===== src/hw/duart_regs_pkg.sv =====
package duart_regs_pkg;

  // register map, 4-bit byte address on the plain register port
  localparam logic [3:0] ADDR_CHA_MODE     = 4'h0; // channel A mode: rx irq select, error mode
  localparam logic [3:0] ADDR_CHA_STAT_CMD = 4'h1; // read: channel_a_line_status, write: command
  localparam logic [3:0] ADDR_CHB_MODE     = 4'h2;
  localparam logic [3:0] ADDR_CHB_STAT_CMD = 4'h3;
  localparam logic [3:0] ADDR_OUT_ROUTE    = 4'h4; // output_pin_route_config, write only
  localparam logic [3:0] ADDR_OUT_VALUES   = 4'h5; // output_pin_values, write only
  localparam logic [3:0] ADDR_AUX_INCHG    = 4'h6; // write: auxiliary_control, read: input_change_state
  localparam logic [3:0] ADDR_IRQ          = 4'h7; // write: interrupt_mask, read: interrupt_status
  localparam logic [3:0] ADDR_CNT_UPPER    = 4'h8; // counter_upper_byte, write only
  localparam logic [3:0] ADDR_CNT_LOWER    = 4'h9; // counter_lower_byte, write only

  // values after reset
  localparam logic [7:0] REG_RESET_VALUE   = 8'h00;
  localparam logic [7:0] READ_IDLE_VALUE   = 8'h00;
  localparam logic [7:0] PIN_RESET_VALUE   = 8'hff; // every pin high, as for all values 0

  // channel mode fields
  localparam int MODE_RXIRQ_SEL_BIT = 6; // 1: fifo_full, 0: receiver_ready
  localparam int MODE_ERR_BLOCK_BIT = 5; // 1: accumulated error mode

  // command field and codes
  localparam int         CMD_FIELD_HI   = 6;
  localparam int         CMD_FIELD_LO   = 4;
  localparam logic [2:0] CMD_RESET_RX   = 3'h2;
  localparam logic [2:0] CMD_RESET_ERR  = 3'h4;
  localparam logic [2:0] CMD_RESET_BRK  = 3'h5;

  // auxiliary control fields
  localparam int AUX_RATE_SET_BIT = 7;
  localparam int AUX_CT_MODE_HI   = 6;
  localparam int AUX_CT_MODE_LO   = 4;

  // output route selections for pins 3 and 2
  localparam logic [1:0] ROUTE_VALUE = 2'h0;
  localparam logic [1:0] ROUTE_SEL1  = 2'h1;
  localparam logic [1:0] ROUTE_SEL2  = 2'h2;

  // receive flag fifo geometry
  localparam int         RX_FIFO_DEPTH = 4;
  localparam int         RX_PTR_W      = 2;
  localparam logic [2:0] RX_FIFO_FULL  = 3'h4;

  // input pin filter: stages filled before first level is trusted
  localparam logic [1:0] SYNC_FILL_DONE = 2'h3;

endpackage : duart_regs_pkg


===== src/hw/duart_status_output_irq_regs.sv =====
`timescale 1ns/1ps
// Function
// - break, framing and parity flags are stored beside each received character.
// - status read gives head character flags in 7:5 and live status in 4:0.
// - reset-error command clears the character-attached flags of that channel.
// - in character mode a flag leaves with its character on readout.
// - in block mode flags accumulate until error reset or receiver reset.
// - status bits: break, framing, parity, overrun, tx empty, tx ready, full, ready.
// - route bits 7 and 6 select tx ready of B and A onto pins 7, 6.
// - route bits 5 and 4 select rx ready/full of B and A onto pins 5, 4.
// - route field 3:2 drives pin 3: value, counter, B 1x tx, B 1x rx clock.
// - route field 1:0 drives pin 2: value, A 16x tx, A 1x tx, A 1x rx.
// - each output pin shows the inverse of its selected bit.
// - auxiliary bit 7 selects which baud rate set is offered.
// - auxiliary bits 3:0 enable change interrupts from input pins 3:0.
// - input change register: deltas in 7:4, present levels in 3:0.
// - interrupt status bit order from input change down to A tx ready.
// - interrupt mask holds one enable per status bit, same positions.
// - counter upper byte holds bits 15:8, lower byte bits 7:0.
// - per-channel mode bit picks ready or full for irq and pin route.
module duart_status_output_irq_regs
  import duart_regs_pkg::*;
(
  input  wire logic        CLK_I,          // 100 MHz clock
  input  wire logic        SRST_I,         // synchronous reset, active high
  input  wire logic [3:0]  ADDR_I,         // register address
  input  wire logic [7:0]  WDATA_I,        // write data
  input  wire logic        WR_I,           // write strobe
  input  wire logic        RD_I,           // read strobe
  output logic      [7:0]  RDATA_O,        // read data, cycle after strobe
  input  wire logic [1:0]  RX_PUSH_I,      // char enters receive fifo, per channel
  input  wire logic [1:0]  RX_POP_I,       // char leaves receive fifo, per channel
  input  wire logic [1:0]  RX_BREAK_I,     // received break with pushed char
  input  wire logic [1:0]  RX_FRAME_I,     // framing error with pushed char
  input  wire logic [1:0]  RX_PARITY_I,    // parity error with pushed char
  input  wire logic [1:0]  TX_EMPTY_I,     // transmitter_empty per channel
  input  wire logic [1:0]  TX_READY_I,     // transmitter_ready per channel
  input  wire logic [1:0]  BREAK_CHANGE_I, // break change event pulse
  input  wire logic        CT_READY_I,     // counter ready level
  input  wire logic        CT_OUT_I,       // counter/timer output
  input  wire logic        TX_CLK16_A_I,   // chan_a_transmit_clock 16x
  input  wire logic        TX_CLK1_A_I,    // chan_a_transmit_clock 1x
  input  wire logic        RX_CLK1_A_I,    // chan_a_receive_clock 1x
  input  wire logic        TX_CLK1_B_I,    // chan_b_transmit_clock 1x
  input  wire logic        RX_CLK1_B_I,    // chan_b_receive_clock 1x
  input  wire logic [3:0]  IN_PIN_I,       // general_input_pin 3:0, asynchronous
  output logic      [7:0]  OUT_PIN_O,      // general_output_pin 7:0
  output logic             IRQ_O,          // interrupt, active high
  output logic             RATE_SET_O,     // baud_rate_generator set select
  output logic      [2:0]  CT_MODE_O,      // counter/timer mode field
  output logic      [15:0] CT_PRESET_O,    // counter/timer preset value
  output logic      [1:0]  RX_RESET_O      // receiver reset pulse per channel
);

  // software-written registers
  logic [7:0]  route_reg;
  logic [7:0]  values_reg;
  logic [7:0]  aux_reg;
  logic [7:0]  mask_reg;
  logic [7:0]  cnt_upper_reg;
  logic [7:0]  cnt_lower_reg;
  logic [7:0]  mode_reg      [0:1];

  // per-channel receive flag fifo and status
  logic [2:0]          flag_mem      [0:1][0:RX_FIFO_DEPTH-1];
  logic [RX_PTR_W-1:0] wr_ptr_reg    [0:1];
  logic [RX_PTR_W-1:0] rd_ptr_reg    [0:1];
  logic [2:0]          count_reg     [0:1];
  logic [2:0]          acc_reg       [0:1];
  logic                overrun_reg   [0:1];
  logic                brk_chg_reg   [0:1];
  logic [7:0]          line_status   [0:1];
  logic [1:0]          rx_sel;
  logic [1:0]          rx_rst;

  // input pin filter and change state
  logic [3:0]  pin_s1_reg;
  logic [3:0]  pin_s2_reg;
  logic [3:0]  pin_s3_reg;
  logic [1:0]  fill_reg;
  logic [3:0]  level_reg;
  logic [3:0]  delta_reg;

  // output regs
  logic [7:0]  rdata_reg;
  logic [7:0]  out_pin_reg;
  logic        irq_reg;
  logic [1:0]  rx_reset_reg;

  // bus decode
  wire         wr_route    = WR_I && (ADDR_I == ADDR_OUT_ROUTE);
  wire         wr_values   = WR_I && (ADDR_I == ADDR_OUT_VALUES);
  wire         wr_aux      = WR_I && (ADDR_I == ADDR_AUX_INCHG);
  wire         wr_mask     = WR_I && (ADDR_I == ADDR_IRQ);
  wire         wr_upper    = WR_I && (ADDR_I == ADDR_CNT_UPPER);
  wire         wr_lower    = WR_I && (ADDR_I == ADDR_CNT_LOWER);
  wire         rd_inchg    = RD_I && (ADDR_I == ADDR_AUX_INCHG);
  // command code field, shared by both channels' command registers
  wire [2:0]   cmd_code    = WDATA_I[CMD_FIELD_HI:CMD_FIELD_LO];

  // one copy of the flag store and line status per channel
  genvar ch;
  generate
    for (ch = 0; ch < 2; ch++)
    begin : g_chan
      localparam logic [3:0] MODE_ADDR = (ch == 0) ? ADDR_CHA_MODE : ADDR_CHB_MODE;
      localparam logic [3:0] STAT_ADDR = (ch == 0) ? ADDR_CHA_STAT_CMD : ADDR_CHB_STAT_CMD;

      // command decode; spacing of commands is the host's duty, so each write acts at once
      wire       wr_mode   = WR_I && (ADDR_I == MODE_ADDR);
      wire       wr_cmd    = WR_I && (ADDR_I == STAT_ADDR);
      wire       cmd_rxrst = wr_cmd && (cmd_code == CMD_RESET_RX);
      wire       cmd_brk   = wr_cmd && (cmd_code == CMD_RESET_BRK);
      wire       err_clr   = wr_cmd && ((cmd_code == CMD_RESET_ERR) || cmd_rxrst);
      wire       block     = mode_reg[ch][MODE_ERR_BLOCK_BIT];

      // fifo occupancy
      wire       not_empty = (count_reg[ch] != 3'h0);
      wire       full      = (count_reg[ch] == RX_FIFO_FULL);
      wire       pop       = RX_POP_I[ch] && not_empty;
      wire       push      = RX_PUSH_I[ch] && (!full || pop) && !cmd_rxrst;
      wire       lost      = RX_PUSH_I[ch] && full && !pop && !cmd_rxrst;
      wire [2:0] new_flags = {RX_BREAK_I[ch], RX_FRAME_I[ch], RX_PARITY_I[ch]};

      // head flags vanish with the character in character mode
      wire [2:0] head_flags = not_empty ? flag_mem[ch][rd_ptr_reg[ch]] : 3'h0;
      wire [2:0] err_view   = block ? (acc_reg[ch] | head_flags) : head_flags;
      wire [2:0] acc_next   = err_clr ? 3'h0 : (block ? (acc_reg[ch] | head_flags) : 3'h0);
      wire [2:0] count_next = cmd_rxrst ? 3'h0 :
                              (count_reg[ch] + {2'h0, push} - {2'h0, pop});

      // live bits below the fifo flags; every bit reads 1 when true
      assign line_status[ch] = {err_view,
                                overrun_reg[ch],
                                TX_EMPTY_I[ch],
                                TX_READY_I[ch],
                                full,
                                not_empty};

      // ready or full, chosen per channel, for irq and pin route
      assign rx_sel[ch] = mode_reg[ch][MODE_RXIRQ_SEL_BIT] ? full : not_empty;
      assign rx_rst[ch] = cmd_rxrst;

      // flag storage; an error reset wipes stored flags but a char pushed the same cycle keeps its own
      // no reset: flags behind the read pointer are never shown and are overwritten on push
      always_ff @(posedge CLK_I)
      begin
        if (err_clr)
        begin
          for (int i = 0; i < RX_FIFO_DEPTH; i++)
          begin
            flag_mem[ch][i] <= 3'h0;
          end
        end
        if (push)
        begin
          flag_mem[ch][wr_ptr_reg[ch]] <= new_flags;
        end
      end

      // pointers, accumulation and sticky bits
      always_ff @(posedge CLK_I)
      begin
        if (SRST_I)
        begin
          mode_reg[ch]    <= REG_RESET_VALUE;
          wr_ptr_reg[ch]  <= '0;
          rd_ptr_reg[ch]  <= '0;
          count_reg[ch]   <= 3'h0;
          acc_reg[ch]     <= 3'h0;
          overrun_reg[ch] <= 1'b0;
          brk_chg_reg[ch] <= 1'b0;
        end
        else
        begin
          if (wr_mode)
          begin
            mode_reg[ch] <= WDATA_I;
          end
          if (cmd_rxrst)
          begin
            wr_ptr_reg[ch] <= '0;
            rd_ptr_reg[ch] <= '0;
          end
          else
          begin
            if (push)
            begin
              wr_ptr_reg[ch] <= wr_ptr_reg[ch] + 1'b1;
            end
            if (pop)
            begin
              rd_ptr_reg[ch] <= rd_ptr_reg[ch] + 1'b1;
            end
          end
          // push and pop in one cycle leave the occupancy unchanged
          count_reg[ch]   <= count_next;
          acc_reg[ch]     <= acc_next;
          // set wins over clear for both sticky bits
          overrun_reg[ch] <= lost | (overrun_reg[ch] & ~err_clr);
          brk_chg_reg[ch] <= BREAK_CHANGE_I[ch] | (brk_chg_reg[ch] & ~cmd_brk);
        end
      end
    end
  endgenerate

  // plain control registers
  always_ff @(posedge CLK_I)
  begin
    if (SRST_I)
    begin
      route_reg     <= REG_RESET_VALUE;
      values_reg    <= REG_RESET_VALUE;
      aux_reg       <= REG_RESET_VALUE;
      mask_reg      <= REG_RESET_VALUE;
      cnt_upper_reg <= REG_RESET_VALUE;
      cnt_lower_reg <= REG_RESET_VALUE;
    end
    else
    begin
      // a write lands at the strobe edge; none of these read back
      if (wr_route)
      begin
        route_reg <= WDATA_I;
      end
      if (wr_values)
      begin
        values_reg <= WDATA_I;
      end
      if (wr_aux)
      begin
        aux_reg <= WDATA_I;
      end
      if (wr_mask)
      begin
        mask_reg <= WDATA_I;
      end
      if (wr_upper)
      begin
        cnt_upper_reg <= WDATA_I;
      end
      if (wr_lower)
      begin
        cnt_lower_reg <= WDATA_I;
      end
    end
  end

  // input pin synchroniser; only stage two and three are compared
  always_ff @(posedge CLK_I)
  begin
    if (SRST_I)
    begin
      pin_s1_reg <= 4'h0;
      pin_s2_reg <= 4'h0;
      pin_s3_reg <= 4'h0;
      fill_reg   <= 2'h0;
    end
    else
    begin
      pin_s1_reg <= IN_PIN_I;
      pin_s2_reg <= pin_s1_reg;
      pin_s3_reg <= pin_s2_reg;
      if (fill_reg != SYNC_FILL_DONE)
      begin
        fill_reg <= fill_reg + 2'h1;
      end
    end
  end

  // a change counts once two stages agree; a pin high at the first trusted level after reset counts as a change
  wire       primed    = (fill_reg == SYNC_FILL_DONE);
  wire [3:0] stable    = ~(pin_s2_reg ^ pin_s3_reg);
  wire [3:0] level_nxt = primed ? ((stable & pin_s2_reg) | (~stable & level_reg)) : pin_s3_reg;
  wire [3:0] changed   = primed ? (stable & (pin_s2_reg ^ level_reg)) : 4'h0;

  // a read of the change register clears deltas, but a change in that cycle survives
  always_ff @(posedge CLK_I)
  begin
    if (SRST_I)
    begin
      level_reg <= 4'h0;
      delta_reg <= 4'h0;
    end
    else
    begin
      level_reg <= level_nxt;
      delta_reg <= changed | (delta_reg & ~{4{rd_inchg}});
    end
  end

  // status bits follow their sources live; only the sticky events hold until cleared
  // interrupt status assembly
  wire       in_change  = |(delta_reg & aux_reg[3:0]);
  wire [7:0] inchg_view = {delta_reg, level_reg};
  wire [7:0] irq_status = {in_change,
                           brk_chg_reg[1],
                           rx_sel[1],
                           TX_READY_I[1],
                           CT_READY_I,
                           brk_chg_reg[0],
                           rx_sel[0],
                           TX_READY_I[0]};
  wire       irq_next   = |(irq_status & mask_reg);

  // clock routes are resampled on CLK_I, so only clocks well below it come out clean
  // output pin selection before inversion
  wire pin3_sel = (route_reg[3:2] == ROUTE_VALUE) ? values_reg[3] :
                  (route_reg[3:2] == ROUTE_SEL1)  ? CT_OUT_I :
                  (route_reg[3:2] == ROUTE_SEL2)  ? TX_CLK1_B_I : RX_CLK1_B_I;
  wire pin2_sel = (route_reg[1:0] == ROUTE_VALUE) ? values_reg[2] :
                  (route_reg[1:0] == ROUTE_SEL1)  ? TX_CLK16_A_I :
                  (route_reg[1:0] == ROUTE_SEL2)  ? TX_CLK1_A_I : RX_CLK1_A_I;
  // a route bit picks the source only; every pin is inverted on the way out
  wire [7:0] pin_sel = {route_reg[7] ? TX_READY_I[1] : values_reg[7],
                        route_reg[6] ? TX_READY_I[0] : values_reg[6],
                        route_reg[5] ? rx_sel[1]     : values_reg[5],
                        route_reg[4] ? rx_sel[0]     : values_reg[4],
                        pin3_sel,
                        pin2_sel,
                        values_reg[1:0]};

  // status is taken at the strobe edge; a push or pop in that cycle shows at the next read
  // read mux; write-only and unmapped addresses read zero
  wire [7:0] rd_mux = (ADDR_I == ADDR_CHA_MODE)     ? mode_reg[0] :
                      (ADDR_I == ADDR_CHA_STAT_CMD) ? line_status[0] :
                      (ADDR_I == ADDR_CHB_MODE)     ? mode_reg[1] :
                      (ADDR_I == ADDR_CHB_STAT_CMD) ? line_status[1] :
                      (ADDR_I == ADDR_AUX_INCHG)    ? inchg_view :
                      (ADDR_I == ADDR_IRQ)          ? irq_status : READ_IDLE_VALUE;

  // read data and receiver reset pulse; both stand for one cycle only
  always_ff @(posedge CLK_I)
  begin
    if (SRST_I)
    begin
      rdata_reg    <= READ_IDLE_VALUE;
      rx_reset_reg <= 2'h0;
    end
    else
    begin
      rdata_reg    <= RD_I ? rd_mux : READ_IDLE_VALUE;
      rx_reset_reg <= rx_rst;
    end
  end

  // registered pins and irq; pins are registered so clock routes gain one cycle of delay
  always_ff @(posedge CLK_I)
  begin
    if (SRST_I)
    begin
      out_pin_reg  <= PIN_RESET_VALUE;
      irq_reg      <= 1'b0;
    end
    else
    begin
      out_pin_reg  <= ~pin_sel;
      irq_reg      <= irq_next;
    end
  end

  assign RDATA_O     = rdata_reg;
  assign OUT_PIN_O   = out_pin_reg;
  assign IRQ_O       = irq_reg;
  assign RATE_SET_O  = aux_reg[AUX_RATE_SET_BIT];
  assign CT_MODE_O   = aux_reg[AUX_CT_MODE_HI:AUX_CT_MODE_LO];
  assign CT_PRESET_O = {cnt_upper_reg, cnt_lower_reg};
  assign RX_RESET_O  = rx_reset_reg;

endmodule : duart_status_output_irq_regs


===== config.mk =====
export PLATFORM = sky130hd
export DESIGN_NAME = duart_status_output_irq_regs
export DESIGN_NICKNAME = d
export VERILOG_FILES = /design/src/hw/duart_regs_pkg.sv /design/src/hw/duart_status_output_irq_regs.sv
export SDC_FILE = /design/constraint.sdc
export NUM_CORES = 1
export LEC_CHECK = 0
export BUFFER_PORTS_ARGS = -buffer_cell sky130_fd_sc_hd__buf_2
export CAP_MARGIN = 0
export CORE_MARGIN = 3
export CORE_UTILIZATION = 55
export DETAILED_ROUTE_END_ITERATION = 8
export PLACE_DENSITY = 0.84
export SLEW_MARGIN = 20
export SYNTH_ARGS = -nofsm -noshare
export SYNTH_HDL_FRONTEND = slang
export SYNTH_SLANG_ARGS = --single-unit

===== constraint.sdc =====
create_clock -name CLK_I -period 9 [get_ports CLK_I]
set_input_delay 1.35 -clock CLK_I [delete_from_list [all_inputs] [get_ports CLK_I]]
set_output_delay 1.35 -clock CLK_I [all_outputs]
set_load 0.02 [all_outputs]

==> impl_results.md <==
* Hold-fix buffers, CTS at 0
* Vias post-DR at 5,065
* Critical Path AT at 4.15 ns
* Final setup viols at 0
* First-pass GRT wire length at 24.52 mm
* Crit path depth at 8
* Top Ports at 82
* Clk buf depth at 2
* Max Slew Vio Count at 0
* Worst path slowest cell: or4b_1
* Clock Sinks at 153
* Crit path max-delay family: simple AND/OR/NAND/NOR gates
* Fillers at 888
* R2R Setup Slk at 6.46 ns
* Synthesis-stage register bit count at 153
* Max stage delay on crit path at 0.70 ns
* Post-synth EDFFs at 48
* Port bufs at 81
* Capture point of the critical path: count_reg[1][2]
* Worst Path Required at 9.32 ns
* Crit. Startpoint: ADDR_I[0]
* Crit-path cells: buf_2, nand4bb_1, or4b_1, and3b_1, ha_1, fa_1, xnor2_1, nor2_1
* Final nets at 761
* Largest net degree at the start of global routing at 101
* Vias in the first global route at 4,989
* Die W at 116.5 µm
* FF+latch area at 3543 µm²
* YS warnings at 0
* Die height at 116.5 µm
* Reg2reg end: count_reg[0][2]
* Reg clk slew, reported paths at 0.06 ns
* Wire per inst at 18.12 µm
* Layout cells sized above 1 at 0.1804
* Worst Hold Class: flop to flop
* Clk Latency, worst-skew pair at 0.43 ns
* Setup WS post-layout at 5.170 ns
* Final Hold Vio Count at 0
* Root Buffer: clkbuf_16
* Post-Place Worst Slack at 4.804 ns
* PD cells at 230.5 nW/µm²
* Syn Std Cell Area at 6721 µm²
* Core Util, Final at 0.6628
* Ant diodes at 0
* Routed wire length at 15.55 mm
* Final GP Congestion at 0.9279
* Setup TNS at 0 ns
* Placed cells at 827
* Clk_skew at 0.006370 ns
* Post-synth cell types at 57
* Total gr overflow at 0
* Unrepaired setup endpoints after global routing: false
* Relative slew slack at 0.3342
* Share of the yosys chip area belonging to registers at 0.5272
* Setup Fix Bufs, Post-CTS at 0
* Max FFs per register at 24
* # H-tree levels at 4
* DRC errors left at 0
* Pre-Repair DR Iteration Count at 7
* CTS tree: done
* Vias per cell at 5.903
* Syn-to-layout area delta at 15.00%
* Num rows at 39
* GRT Overall Usage at 0.2372
* Final worst-path cycle share at 0.4255
* Initial antenna violation count at 0
* Final ANT Viol Nets at 0
* F_max at 0.2611 GHz
* Setup crit end kind: flop
* Max_cap viols at 0
* Multi-input gate area at 2907 µm²
* Core Area at 11,660 µm²
* Critical R2R Launch: count_reg[0][1]
* DP HPWL at 10.73 mm
* Initial Util at 0.5763
* Synthesized Nets at 700
* Post-cts resize count at 0
* WP buf/inv at 1
* R2R depth at 11
* Crit path time final at 3.830 ns
* Prevailing post-synth register cell: dfxtp_1
* Asr flop ratio synth at 0
* Starting DRT DRC Count at 488
* Number of buffers created by CTS at 17
* CP max FO at 33
* Leak pwr at 3.248 nW
* Syn avg cell area at 10.47 µm²
* Die ar. at 13,580 µm²
* Status: complete, no violations
* Kind of critical path: input pin to flop
* CP startpoint kind: input pin
* Final Hold Slack at 0.4000 ns
* Post-route insts no fill at 858
* Worst VDD drop at 0.1212 mV
* Synth Instances at 642
* Least-Margin Pin Slew at 0.9988 ns
==> cells by family (layout without fill, tap and decap cells) <==
kind of cell | after synthesis | count (layout) | share of synthesized area
AOI/OAI and AO/OA | 122 | 122 | 0.1113
xor gates and xnor gates | 8 | 8 | 0.01042
adders and majority gates | 15 | 15 | 0.03016
buffers and inverters | 63 | 136 | 0.04132
DFF | 153 | 153 | 0.5272
muxes | 52 | 52 | 0.09233
and+or+nand+nor | 229 | 229 | 0.1873
==> synthesized netlist by cell type (6+ instances only) <==
master	number	area (µm²)
o21ai_0	33	165.2
nand2b_1	17	106.4
a21oi_1	40	200.2
dfxtp_1	105	2102
mux2i_1	44	440.4
nor3_1	8	40.04
inv_1	22	82.58
a21o_1	14	105.1
mux4_2	8	180.2
edfxtp_1	48	1441
ha_1	13	162.7
nor2b_1	27	168.9
nor2_1	62	232.7
clkbuf_1	31	116.4
nand2_1	27	101.4
and3_1	24	150.1
and2_1	24	150.1
a22oi_1	10	75.07
xnor2_1	6	52.55
or3_1	6	37.54
==> final cells by class <==
| type | instances | area share |
|---|---|---|
| inverters | 22 | 0.01068 |
| multi-input cells | 426 | 0.3760 |
| clock inverters | 6 | 0.006151 |
| clock buffers | 25 | 0.07122 |
| well taps | 143 | 0.02315 |
| repair buffers | 83 | 0.05439 |
| flip-flops and latches | 153 | 0.4584 |
==> where the power goes <==
group          leakage [nW]  internal (mW)  switching, mW
clock                 0.291          0.427          0.279
sequential             1.31          0.764         0.0399
combinational          1.65          0.114          0.158
total                  3.25           1.30          0.477
==> worst register-to-register path: stages, from the launching register on <==
cell and delay, ns:
dfxtp_1 0.39, or3_1 0.48, nand2_1 0.17, inv_1 0.07, ha_1 0.27, inv_1 0.06, ha_1 0.13, inv_1 0.05
fa_1 0.37, xor2_1 0.21, xnor2_1 0.16, nor2_1 0.06
==> per-stage QoR <==
stage	cell area (µm²)	power, mW
final	7730	1.782
after global routing	7730	1.856
after CTS	7730	1.787
after detailed placement	7132	1.081
after global placement	7132	1.061
after floorplan	6721	1.008
==> cell usage in the layout (no fill, tap or decap), types with 3 or more instances in the layout <==
| cell type | netlist | routed |
|---|---|---|
| a221oi_1 | 3 | 3 |
| o21ai_0 | 33 | 33 |
| inv_1 | 22 | 22 |
| or3_1 | 6 | 6 |
| and3b_1 | 4 | 4 |
| o22ai_1 | 3 | 3 |
| edfxtp_1 | 48 | 48 |
| a21oi_1 | 40 | 40 |
| and2_1 | 24 | 24 |
| o21a_1 | 4 | 4 |
| mux4_2 | 8 | 8 |
| ha_1 | 13 | 13 |
| or2_2 | 4 | 4 |
| clkbuf_1 | 31 | 3 |
| o2bb2ai_1 | 3 | 3 |
| dfxtp_1 | 105 | 105 |
| and3_1 | 24 | 24 |
| nor2_1 | 62 | 62 |
| nand2b_1 | 17 | 17 |
| mux2i_1 | 44 | 44 |
| nor2b_1 | 27 | 27 |
| nor3_1 | 8 | 8 |
| nand3_1 | 4 | 4 |
| a21o_1 | 14 | 14 |
| nand2_1 | 27 | 27 |
| clkbuf_16 | 0 | 21 |
| xnor2_1 | 6 | 6 |
| a22oi_1 | 10 | 10 |
| buf_2 | 0 | 81 |
| nor3b_1 | 5 | 5 |
==> worst min path at each step <==
stage / start / slack [ns] / cells after the start / endpoint
2_1_floorplan: values_reg[0] / 0.37 / 1 / OUT_PIN_O[0]
3_3_place_gp: values_reg[0] / 0.38 / 1 / OUT_PIN_O[0]
3_5_place_dp: values_reg[0] / 0.39 / 1 / OUT_PIN_O[0]
4_1_cts: values_reg[0] / 0.40 / 1 / OUT_PIN_O[0]
5_1_grt: values_reg[0] / 0.41 / 1 / OUT_PIN_O[0]
6_report: values_reg[0] / 0.40 / 1 / OUT_PIN_O[0]
==> metal layers <==
| layer | part of all wire | wire length, µm | GRT usage |
|---|---|---|---|
| met1 | 0.41 | 6394 | 0.2952 |
| met2 | 0.49 | 7677 | 0.3822 |
| met3 | 0.068 | 1058 | 0.06736 |
| met4 | 0.027 | 414 | 0.1131 |
| met5 | 0 | 0 | 0 |
No activity file was read; power rests on OpenSTA's default activity.
